### src/pkg/fmr_consts.svh
// Purpose: Offsets, field positions, reset values and limits of the flow meter register bank
// Assumes: Included by its bare name from the design
// Notes:   Definitions only
`ifndef FMR_CONSTS_SVH
`define FMR_CONSTS_SVH

// ----------------------------------------------------------------
// Register offsets (Modbus holding register numbers)
// ----------------------------------------------------------------
`define FMR_OFF_MEAS_HI 8'h01
`define FMR_OFF_MEAS_LO 8'h02
`define FMR_OFF_STATUS 8'h03
`define FMR_OFF_PREC_ALIAS 8'h04
`define FMR_OFF_RELAY 8'h05
`define FMR_OFF_SETPOINT 8'h06
`define FMR_OFF_PEAK_HI 8'h07
`define FMR_OFF_PEAK_LO 8'h08
`define FMR_OFF_TOT_K_HI 8'h09
`define FMR_OFF_TOT_K_LO 8'h0A
`define FMR_OFF_TOT_UNIT 8'h0B
`define FMR_OFF_TOT_MILLI 8'h0C
`define FMR_OFF_BAT_K 8'h0D
`define FMR_OFF_BAT_UNIT 8'h0E
`define FMR_OFF_BAT_MILLI 8'h0F
`define FMR_OFF_PREC 8'h12
`define FMR_OFF_FACTOR_HI 8'h16
`define FMR_OFF_FACTOR_LO 8'h17

// ----------------------------------------------------------------
// Function and exception codes
// ----------------------------------------------------------------
`define FMR_FN_READ 8'h03
`define FMR_FN_WRITE_ONE 8'h06
`define FMR_FN_WRITE_MANY 8'h10
`define FMR_EXC_FUNC 8'h01
`define FMR_EXC_ADDR 8'h02
`define FMR_EXC_VALUE 8'h03
`define FMR_MAX_GROUP 8'h10

// ----------------------------------------------------------------
// Status codes and relay field positions
// ----------------------------------------------------------------
`define FMR_STAT_VALID 16'h0000
`define FMR_STAT_WAIT 16'h0020
`define FMR_STAT_ALARM 16'h00A0
`define FMR_RELAY1_BIT 0
`define FMR_RELAY2_BIT 1
`define FMR_ALARM_BIT 4

// ----------------------------------------------------------------
// Ranges and reset values
// ----------------------------------------------------------------
`define FMR_PREC_MAX 16'h0005
`define FMR_SP_ACUR_MIN 16'h0000
`define FMR_SP_ACUR_MAX 16'h1800
`define FMR_SP_PCUR_MIN 16'h02CC
`define FMR_SP_PCUR_MAX 16'h1800
`define FMR_SP_VOLT_MIN 16'h0000
`define FMR_SP_VOLT_MAX 16'h1600
`define FMR_PAIR_MAX 32'h000F423F
`define FMR_PREC_RST 3'h0
`define FMR_SP_RST 16'h02CC
`define FMR_FACTOR_RST 32'h00000000

`endif

### src/pkg/fmr_pkg.sv
// Purpose: Types shared by the flow meter register bank
// Assumes: fmr_consts.svh holds every number
// Notes:   Types only
package fmr_pkg;

  // Analog output kind selects the setpoint scale and range
  typedef enum logic [1:0] {
    FMR_OUT_ACTIVE_CUR = 2'b00,
    FMR_OUT_PASSIVE_CUR = 2'b01,
    FMR_OUT_VOLTAGE = 2'b10
  } fmr_out_e;

  typedef logic [15:0] fmr_word_t;

endpackage

### src/design/fmr_regbank.sv
// Purpose: Holding register bank of a pulse input flow meter behind a Modbus RTU slave
// Assumes: Frames are decoded outside; one register access per request, inputs synchronous
// Notes:   Answer one cycle after the request; broadcasts execute silently
`timescale 1ns/1ns
`include "fmr_consts.svh"

// Overview of operation
// - 32-bit values: high word first, low second
// - Pair write checked, partner word fixed up
// - Unfixable pair write: unchanged, exception 03h
// - Measurement read-only at 01h/02h, 0..999999
// - Status 03h: 0 valid, 20h wait, A0h alarm
// - 04h aliases precision 12h, range 0..5
// - 05h reads relays bits 0,1, alarm bit 4
// - Active current setpoint 1/256 mA, 0..1800h
// - Passive current setpoint 2CCh..1800h
// - Voltage setpoint 1/512 V, 0..1600h
// - Peak value read-only at 07h/08h
// - Total flow split over 09h..0Ch
// - Batcher split over 0Dh..0Fh
// - Read 03h, write 06h/10h, max 16
// - Numbers held in two's complement form
// - Broadcasts executed but never answered
module fmr_regbank
  import fmr_pkg::*;
(
  // Clock and reset
  input wire logic clk_sys,
  input wire logic rstn,
  // Decoded Modbus request
  input wire logic req_valid,
  input wire logic [7:0] req_func,
  input wire logic [7:0] req_count,
  input wire logic req_broadcast,
  input wire logic [7:0] req_addr,
  input wire logic [15:0] req_wdata,
  // Answer to the frame layer
  output logic rsp_valid,
  output logic rsp_exception,
  output logic [7:0] rsp_exc_code,
  output logic [15:0] rsp_rdata,
  // Measurement front end
  input wire logic [19:0] meas_value,
  input wire logic meas_waiting,
  input wire logic meas_alarm,
  input wire logic [19:0] peak_value,
  input wire logic [31:0] total_thousands,
  input wire logic [9:0] total_units,
  input wire logic [9:0] total_thousandths,
  input wire logic [15:0] batch_thousands,
  input wire logic [9:0] batch_units,
  input wire logic [9:0] batch_thousandths,
  input wire fmr_out_e out_type,
  // Controlled outputs
  output logic first_relay,
  output logic second_relay,
  output logic [15:0] out_setpoint,
  output logic [2:0] flow_display_precision,
  output logic [31:0] pulse_factor
);

  // ----------------------------------------------------------------
  // Helper functions
  // ----------------------------------------------------------------

  // Setpoint range check, used on every write path to the setpoint
  // An unknown output kind has no legal range, so every write is refused
  function automatic logic sp_legal(input fmr_out_e kind, input logic [15:0] v);
    logic ok;
    ok = 1'b0;
    case (kind)
      FMR_OUT_ACTIVE_CUR: ok = (v <= `FMR_SP_ACUR_MAX);
      FMR_OUT_PASSIVE_CUR: ok = (v >= `FMR_SP_PCUR_MIN) && (v <= `FMR_SP_PCUR_MAX);
      FMR_OUT_VOLTAGE: ok = (v <= `FMR_SP_VOLT_MAX);
      default: ok = 1'b0;
    endcase
    return ok;
  endfunction

  // Read-only offsets, used only by the write refusal; the read mux decodes on its own
  function automatic logic is_ro(input logic [7:0] a);
    return (a >= `FMR_OFF_MEAS_HI && a <= `FMR_OFF_STATUS) ||
           (a >= `FMR_OFF_PEAK_HI && a <= `FMR_OFF_BAT_MILLI);
  endfunction

  // ----------------------------------------------------------------
  // State
  // ----------------------------------------------------------------
  logic rsp_valid_reg, rsp_valid_next;
  logic rsp_exc_reg, rsp_exc_next;
  logic [7:0] rsp_code_reg, rsp_code_next;
  logic [15:0] rsp_data_reg, rsp_data_next;
  logic relay1_reg, relay1_next;
  logic relay2_reg, relay2_next;
  logic [15:0] sp_reg, sp_next;
  logic [2:0] prec_reg, prec_next;
  logic [31:0] factor_reg, factor_next;
  // Low words latched when the high word is read, so a pair read is coherent
  // A low read with no high read before it returns the previous latch
  logic [15:0] meas_lo_reg, meas_lo_next;
  logic [15:0] peak_lo_reg, peak_lo_next;
  logic [15:0] tot_lo_reg, tot_lo_next;

  // Combinational helpers
  logic [15:0] rd_word;
  logic rd_hit;
  logic [7:0] exc;
  logic [31:0] pair_new;

  // ----------------------------------------------------------------
  // Read multiplexer
  // ----------------------------------------------------------------
  // Fields are unsigned and narrower than a word, so zero fill is
  // also their two's complement form
  always_comb begin
    rd_hit = 1'b1;
    rd_word = 16'h0000;
    // Unmapped numbers fall to the default and raise an address exception
    case (req_addr)
      `FMR_OFF_MEAS_HI: rd_word = {12'h000, meas_value[19:16]};
      `FMR_OFF_MEAS_LO: rd_word = meas_lo_reg;
      `FMR_OFF_STATUS: begin
        // Alarm outranks the wait state
        if (meas_alarm) begin
          rd_word = `FMR_STAT_ALARM;
        end else if (meas_waiting) begin
          rd_word = `FMR_STAT_WAIT;
        end else begin
          rd_word = `FMR_STAT_VALID;
        end
      end
      `FMR_OFF_PREC_ALIAS, `FMR_OFF_PREC: rd_word = {13'h0000, prec_reg};
      `FMR_OFF_RELAY: begin
        rd_word[`FMR_RELAY1_BIT] = relay1_reg;
        rd_word[`FMR_RELAY2_BIT] = relay2_reg;
        rd_word[`FMR_ALARM_BIT] = meas_alarm;
      end
      `FMR_OFF_SETPOINT: rd_word = sp_reg;
      `FMR_OFF_PEAK_HI: rd_word = {12'h000, peak_value[19:16]};
      `FMR_OFF_PEAK_LO: rd_word = peak_lo_reg;
      `FMR_OFF_TOT_K_HI: rd_word = total_thousands[31:16];
      `FMR_OFF_TOT_K_LO: rd_word = tot_lo_reg;
      `FMR_OFF_TOT_UNIT: rd_word = {6'h00, total_units};
      `FMR_OFF_TOT_MILLI: rd_word = {6'h00, total_thousandths};
      `FMR_OFF_BAT_K: rd_word = batch_thousands;
      `FMR_OFF_BAT_UNIT: rd_word = {6'h00, batch_units};
      `FMR_OFF_BAT_MILLI: rd_word = {6'h00, batch_thousandths};
      `FMR_OFF_FACTOR_HI: rd_word = factor_reg[31:16];
      `FMR_OFF_FACTOR_LO: rd_word = factor_reg[15:0];
      default: rd_hit = 1'b0;
    endcase
  end

  // ----------------------------------------------------------------
  // Request handling
  // ----------------------------------------------------------------
  // Exceptions are decided first; a refused write changes no storage
  // Refusal order: function, count, address, read-only target, value
  // The count is the whole frame's, checked again on each access of a group
  always_comb begin
    rsp_valid_next = 1'b0;
    rsp_exc_next = 1'b0;
    rsp_code_next = 8'h00;
    rsp_data_next = rsp_data_reg;
    relay1_next = relay1_reg;
    relay2_next = relay2_reg;
    sp_next = sp_reg;
    prec_next = prec_reg;
    factor_next = factor_reg;
    meas_lo_next = meas_lo_reg;
    peak_lo_next = peak_lo_reg;
    tot_lo_next = tot_lo_reg;
    exc = 8'h00;
    pair_new = factor_reg;
    if (req_valid) begin
      if (req_func != `FMR_FN_READ && req_func != `FMR_FN_WRITE_ONE &&
          req_func != `FMR_FN_WRITE_MANY) begin
        exc = `FMR_EXC_FUNC;
      end else if (req_count == 8'h00 || req_count > `FMR_MAX_GROUP) begin
        exc = `FMR_EXC_VALUE;
      end else if (!rd_hit) begin
        exc = `FMR_EXC_ADDR;
      end else if (req_func == `FMR_FN_READ) begin
        rsp_data_next = rd_word;
        // Freeze the partner word so the master sees one sample
        if (req_addr == `FMR_OFF_MEAS_HI) begin
          meas_lo_next = meas_value[15:0];
        end
        if (req_addr == `FMR_OFF_PEAK_HI) begin
          peak_lo_next = peak_value[15:0];
        end
        if (req_addr == `FMR_OFF_TOT_K_HI) begin
          tot_lo_next = total_thousands[15:0];
        end
      end else if (is_ro(req_addr)) begin
        exc = `FMR_EXC_ADDR;
      end else begin
        case (req_addr)
          `FMR_OFF_PREC_ALIAS, `FMR_OFF_PREC: begin
            if (req_wdata <= `FMR_PREC_MAX) begin
              prec_next = req_wdata[2:0];
            end else begin
              exc = `FMR_EXC_VALUE;
            end
          end
          `FMR_OFF_RELAY: begin
            // Bits above 1, the alarm bit too, are dropped; the alarm is not writable
            relay1_next = req_wdata[`FMR_RELAY1_BIT];
            relay2_next = req_wdata[`FMR_RELAY2_BIT];
          end
          `FMR_OFF_SETPOINT: begin
            if (sp_legal(out_type, req_wdata)) begin
              sp_next = req_wdata;
            end else begin
              exc = `FMR_EXC_VALUE;
            end
          end
          `FMR_OFF_FACTOR_HI: begin
            // Clamp the low word when the new high word allows it
            pair_new = {req_wdata, factor_reg[15:0]};
            if (pair_new > `FMR_PAIR_MAX) begin
              pair_new[15:0] = 16'(`FMR_PAIR_MAX & 32'h0000FFFF);
            end
            if (pair_new > `FMR_PAIR_MAX) begin
              exc = `FMR_EXC_VALUE;
            end else begin
              factor_next = pair_new;
            end
          end
          `FMR_OFF_FACTOR_LO: begin
            // Lowering the high word by one always lands in range
            // Lowering the partner keeps the written word, at the cost of a silent change
            pair_new = {factor_reg[31:16], req_wdata};
            if (pair_new > `FMR_PAIR_MAX) begin
              pair_new[31:16] = pair_new[31:16] - 16'h0001;
            end
            if (pair_new > `FMR_PAIR_MAX) begin
              exc = `FMR_EXC_VALUE;
            end else begin
              factor_next = pair_new;
            end
          end
          default: exc = `FMR_EXC_ADDR;
        endcase
      end
      // Broadcasts act on storage but stay silent
      // A refused broadcast leaves no trace, since no master waits for it
      rsp_valid_next = !req_broadcast;
      rsp_exc_next = !req_broadcast && (exc != 8'h00);
      rsp_code_next = req_broadcast ? 8'h00 : exc;
    end
  end

  // Register stage; reset is synchronous, so every reset value is a constant
  // Latched low words clear too, so a first low read returns zero
  always_ff @(posedge clk_sys) begin
    if (!rstn) begin
      rsp_valid_reg <= 1'b0;
      rsp_exc_reg <= 1'b0;
      rsp_code_reg <= 8'h00;
      rsp_data_reg <= 16'h0000;
      relay1_reg <= 1'b0;
      relay2_reg <= 1'b0;
      sp_reg <= `FMR_SP_RST;
      prec_reg <= `FMR_PREC_RST;
      factor_reg <= `FMR_FACTOR_RST;
      meas_lo_reg <= 16'h0000;
      peak_lo_reg <= 16'h0000;
      tot_lo_reg <= 16'h0000;
    end else begin
      rsp_valid_reg <= rsp_valid_next;
      rsp_exc_reg <= rsp_exc_next;
      rsp_code_reg <= rsp_code_next;
      rsp_data_reg <= rsp_data_next;
      relay1_reg <= relay1_next;
      relay2_reg <= relay2_next;
      sp_reg <= sp_next;
      prec_reg <= prec_next;
      factor_reg <= factor_next;
      meas_lo_reg <= meas_lo_next;
      peak_lo_reg <= peak_lo_next;
      tot_lo_reg <= tot_lo_next;
    end
  end

  // ----------------------------------------------------------------
  // Outputs, all straight from flip-flops
  // ----------------------------------------------------------------
  // Answer fields mean something only in the cycle that rsp_valid is high
  assign rsp_valid = rsp_valid_reg;
  assign rsp_exception = rsp_exc_reg;
  assign rsp_exc_code = rsp_code_reg;
  assign rsp_rdata = rsp_data_reg;
  assign first_relay = relay1_reg;
  assign second_relay = relay2_reg;
  assign out_setpoint = sp_reg;
  assign flow_display_precision = prec_reg;
  assign pulse_factor = factor_reg;

endmodule

### config.mk
export PLATFORM = sky130hd
export DESIGN_NAME = fmr_regbank
export DESIGN_NICKNAME = d
export VERILOG_FILES = /design/src/pkg/fmr_pkg.sv /design/src/design/fmr_regbank.sv
export VERILOG_INCLUDE_DIRS = /design/src /design/src/pkg
export SDC_FILE = /design/constraint.sdc
export NUM_CORES = 1
export LEC_CHECK = 0
export ABC_CLOCK_PERIOD_IN_PS = 2700
export CORE_MARGIN = 2
export CORE_UTILIZATION = 58
export DETAILED_ROUTE_END_ITERATION = 10
export DONT_BUFFER_PORTS = 1
export PLACE_DENSITY = 0.78
export SKIP_CTS_REPAIR_TIMING = 1
export SYNTH_ARGS = -nofsm -noshare
export SYNTH_HDL_FRONTEND = slang
export SYNTH_SLANG_ARGS = --single-unit
### constraint.sdc
create_clock -name clk_sys -period 2.7 [get_ports clk_sys]
set_input_delay 0.135 -clock clk_sys [delete_from_list [all_inputs] [get_ports clk_sys]]
set_output_delay 0.135 -clock clk_sys [all_outputs]
set_load 0.005 [all_outputs]
* Yosys cells after proc, flatten, opt, wreduce, memory -nomap -nowiden
Cells that the tools add are included.
Word-level totals: bits in registers 127, output and inout port bits 79
Cells by class: $add $sub $neg 1, magnitude comparators 13, equality and inequality tests 26, mux-type cells 45, bitwise logic cells 6, reductions and logical operators 25
Operators with widths (count):
- $mux 16 | 17
- $pmux 11 s13 | 1
- $gt 32x20->1 const B | 4
- $eq 8x4->1 const B | 8
- $mux 32 | 2
- $pmux 32 s2 | 1
- $pmux 2 s17 | 1
- $eq 8x3->1 const B | 4
- $le 16x13->1 const B | 2
- $pmux 2 s16 | 1
- $eq 8x2->1 const B | 3
- $eq 8x5->1 const B | 3
- $mux 2 | 9
- $reduce_and 6->1 | 3
- $reduce_or 18->1 | 1
- $ge 16x10->1 const B | 1
- $le 16x3->1 const B | 1
- $reduce_and 8->1 | 2
- $sub 16x1->16 const B | 1
- $pmux 1 s14 | 1
- $pmux 2 s5 | 1
- $reduce_and 9->1 | 1
- $eq 8x1->1 const B | 1
- $ge 8x1->1 const B | 1
- 27 further kinds | 46

* Depth between registers and ports, before layout
depth after elaboration 20, mapped depth 12, mapped depth without buffers 11

* Least setup slack after synthesis
Ideal clock, no wire load.
path type register to register, start point register factor_reg[16], in the netlist pulse_factor[16], end point register factor_reg[10], in the netlist pulse_factor[10], arrival 2763 ps, data required time 2583 ps, path slack -180 ps, cell stages (with the launch flop) 11, path buffers 1, clock period less this slack 2880 ps, path through dfxtp_1 inv_1 ha_1 clkbuf_1 or3b_2 o21ai_0 o2111ai_1 nor4b_4 a21oi_4 o31a_4 a22o_1
Between the ends: longest elaborated chain between the ends 12, elaborated cells on any way between the ends 13, classes of those cells 1 x add/sub; 2 x order compare; 1 x eq/ne; 8 x mux; 1 x reduce/logical
Ends and longest elaborated chain:
- start: declaration | line fmr_regbank.sv:97 | logic [31:0] factor_reg, factor_next;
- start signal: assignment | line fmr_regbank.sv:266 | factor_reg <= `FMR_FACTOR_RST;
- start signal: assignment | line fmr_regbank.sv:279 | factor_reg <= factor_next;
- $gt 32x20->1 (no source line) / $sub 16x1->16 (equally long branches)
- $mux 16 (*) | line fmr_regbank.sv:234 | if (pair_new > `FMR_PAIR_MAX) begin
- $mux 16 (*) | line fmr_regbank.sv:198 | case (req_addr)
- $mux 16 (*) | line fmr_regbank.sv:195 | end else if (is_ro(req_addr)) begin
- $mux 16 (*) | line fmr_regbank.sv:183 | end else if (req_func == `FMR_FN_READ) begin
- $mux 16 (*) | line fmr_regbank.sv:181 | end else if (!rd_hit) begin
- $mux 16 (*) | line fmr_regbank.sv:179 | end else if (req_count == 8'h00 || req_count > `FMR_MAX_GROUP) begin
- $mux 16 (*) | line fmr_regbank.sv:176 | if (req_func != `FMR_FN_READ && req_func != `FMR_FN_WRITE_ONE &&
- $mux 16 (*) | line fmr_regbank.sv:175 | if (req_valid) begin
- $gt 32x20->1 (no source line) (*)
- $ne 2x2->1 (no source line) (*)
- $reduce_and 9->1 (no source line) (*)
Mark *: on every way between the ends. The rest lies on a longest branch, timed or not. The select of a mux whose other input is x is not followed. A chain may end at the register's enable or synchronous reset.

* Worst setup path in the final report
start point register factor_reg[21], in the netlist pulse_factor[21], end point register factor_reg[12], in the netlist pulse_factor[12]
Same word-level chain as after synthesis.

==> results.ini <==
[status]
outcome = complete, but fails checks
failed_checks = hold timing, setup timing

[clock_network]
clk_pin_slew_worst_paths_ns = 0.06
cts_tree = done
clock_latency_ns = 0.53
root_buffer = clkbuf_8
htree_levels = 4
cts_made_buffers = 17
cts_sinks = 121
clockBufferDepth = 2

[logic_synthesis]
netlist_area_um2 = 6260
synth_ff_type = dfxtp_1
synthArstFlopShare = 0
synth_seq_area_share = 0.387
ys_ff_latch = 121
syn-instance-count = 764
syn_avg_cell_area_um2 = 8.20
synth_edf_count = 0
synth_cell_type_count = 70
yosysWarnings = 0

[sta]
fin_crit_sh = 1.06
hold_viol_final = 8
fmax_mhz = 350
worst_pin_slew_ns = 0.787
setup_viol = 32
skew_ns = 0.00886
max-slew-margin-rel = 0.475
fin_ws_ns = -0.154
whs_ns = -0.0318
rsz0062_at_grt = yes
slew_violations = 0
fin_crit_ns = 2.85

[detailed_routing]
wl_um = 24600
wire_per_inst_um = 24.4
drc = 0
vias_per_cell = 6.98
num_vias = 7031
drt_iter0_markers = 1003
drt_pass1_iterations = 8
ant_nets = 0

[die]
row_count = 37
dieArea_um2 = 11600
die_w_um = 108
ios = 255
die_h_um = 108
fp.coreArea_um2 = 10400
initial_core_util = 0.601

[setup_path]
worstPathMaxFanout = 8
r2r-start = pulse_factor[21]$_SDFFE_PN0P_
critPathRequiredTime_ns = 3.11
path_class = reg -> reg
regToRegEndpoint = pulse_factor[12]$_SDFFE_PN0P_
max_stage_delay_ns = 0.56
cp-end-kind = flop
critPathLaunchType = flop
reg2reg_slack_ns = -0.15
arrival_ns = 3.26
r2r.worst_path.cells = 9
critPathSlowestCell = or4_4
path_cells = or4_4, nor4_4, buf_6, o31a_2, mux2i_2, a211o_1, a21oi_4, o31a_4, a22o_1

[layout]
n_antenna_cell = 0
fillerInstances = 714
area_growth_pct = 28.5
multi_input_area_um2 = 3640
seq_area_um2 = 2420
layout.nets = 1037
layout-drive-gt1-share = 0.144
largest_reg_flops = 32

[grt]
antenna_found_initial = 0
grt_max_degree = 41
grt_pass1_wl_um = 33100
grt_pass1_vias = 6027
grt_usage = 0.372
gr-total-overflow = 0

[hold_path]
hold_depth = 3
hp-class = in -> reg
hold_end = pulse_factor[18]$_SDFFE_PN0P_
hp-start = req_wdata[2]

[place]
dp_hpwl_um = 17000
port_buffers = 0
gp_congestion = 0.967

[power_and_ir_drop]
p_total_w = 0.00423
leakagePower_nw = 3.04
power.ir.vdd_worst_uv = 539
power_density_nw_per_um2 = 525

[flow_run]
drv_cap = 0

==> final cells by class <==
class,instances,share of cell area
sequential,121,0.301
multi-input combinational,577,0.452
clock inverter,14,0.0171
tap,136,0.0211
clock buffer,18,0.0532
timing repair buffer,129,0.149
inverter,13,0.00606
==> report_power, final <==
group	internal, W	total (W)	switching [W]
Combinational	0.000135	0.000257	0.000121
Sequential	0.00179	0.00179	0.000000892
Clock	0.00127	0.00218	0.000917
==> worst max path at each step <==
| stage | cells past startpoint | startpoint | end | slack [ns] |
|---|---|---|---|---|
| 3_5_place_dp | 10 | pulse_factor[21]$_SDFFE_PN0P_ | pulse_factor[11]$_SDFFE_PN0P_ | -0.14 |
| 3_3_place_gp | 10 | pulse_factor[21]$_SDFFE_PN0P_ | pulse_factor[13]$_SDFFE_PN0P_ | -0.008 |
| 6_report | 9 | pulse_factor[21]$_SDFFE_PN0P_ | pulse_factor[12]$_SDFFE_PN0P_ | -0.15 |
| 4_1_cts | 10 | pulse_factor[21]$_SDFFE_PN0P_ | pulse_factor[6]$_SDFFE_PN0P_ | -0.16 |
| 2_1_floorplan | 8 | pulse_factor[21]$_SDFFE_PN0P_ | pulse_factor[15]$_SDFFE_PN0P_ | -0.04 |
| 5_1_grt | 9 | pulse_factor[21]$_SDFFE_PN0P_ | pulse_factor[12]$_SDFFE_PN0P_ | -0.23 |
==> cells by family after synthesis <==
| logic type | synth area share |
|---|---|
| AO/OA/AOI/OAI | 0.241 |
| XOR/XNOR | 0.00419 |
| adder cells (fa/ha/maj) | 0.00559 |
| buffers and inverters | 0.0469 |
| flip-flops | 0.387 |
| multiplexers | 0.0739 |
| other | 0.000599 |
| AND/OR/NAND/NOR | 0.241 |
==> metal layers <==
metal | routed length [µm] | vias to the layer above | track usage
met5 | 0 | - | 0
met4 | 1130 | 0 | 0.152
met3 | 3140 | 123 | 0.135
met2 | 11600 | 581 | 0.596
met1 | 8740 | 3301 | 0.455
li1 | - | 3026 | -
==> placed cells by master (no fill, tap or decap), types with 3 or more instances in the layout <==
cell type / n
a211oi_1: 3
a21oi_1: 65
a221oi_1: 17
a222oi_1: 20
a22o_1: 12
a22oi_1: 12
a31oi_1: 11
and2_1: 5
and3_1: 18
and4b_1: 3
buf_4: 44
clkbuf_16: 16
clkinv_4: 3
clkinvlp_4: 3
conb_1: 6
dfxtp_1: 120
dlygate4sd3_1: 82
inv_1: 11
inv_6: 3
mux2i_1: 34
mux4_2: 5
nand2_1: 131
nand2b_1: 3
nand3_1: 20
nand3b_1: 3
nand4_1: 9
nor2_1: 63
nor3_1: 19
nor4_1: 6
o21ai_0: 37
o221a_2: 11
o31ai_1: 3
or3_1: 6
==> through the flow <==
| step | setup WS [ns] | area, µm² | setup TNS [ns] | util | std cells |
|---|---|---|---|---|---|
| after floorplan | -0.0432 | 6320 | -0.346 | - | 769 |
| after global placement | -0.00758 | 6590 | -0.0518 | 0.632 | 892 |
| after detailed placement | -0.143 | 6590 | -1.28 | 0.632 | 892 |
| after CTS | -0.164 | 7150 | -1.64 | 0.686 | 924 |
| after global routing | -0.225 | 8050 | -5.44 | 0.773 | 1008 |
| final | -0.154 | 8050 | -2.67 | 0.773 | 1008 |
==> synth_stat cells, types with 12 or more instances <==
| cell type | number | area share |
|---|---|---|
| nor3_1 | 19 | 0.015 |
| a21oi_1 | 65 | 0.052 |
| clkbuf_1 | 47 | 0.028 |
| nand3_1 | 20 | 0.016 |
| mux2i_1 | 35 | 0.056 |
| a22oi_1 | 12 | 0.014 |
| o21ai_0 | 37 | 0.030 |
| and3_1 | 18 | 0.018 |
| nor2_1 | 64 | 0.038 |
| nand2_1 | 132 | 0.079 |
| dfxtp_1 | 121 | 0.39 |
| a222oi_1 | 20 | 0.032 |
| a221oi_1 | 17 | 0.024 |
| a22o_1 | 12 | 0.017 |
==> worst max-delay path, delay by kind of cell (launching register included) <==
kind	cells	cell delay, ns
AOI/OAI and AO/OA	5	1.11
muxes	1	0.23
buffers and inverters	1	0.19
and+or+nand+nor	2	0.89
DFF	1	0.32
(Power assumes the default switching activity.)
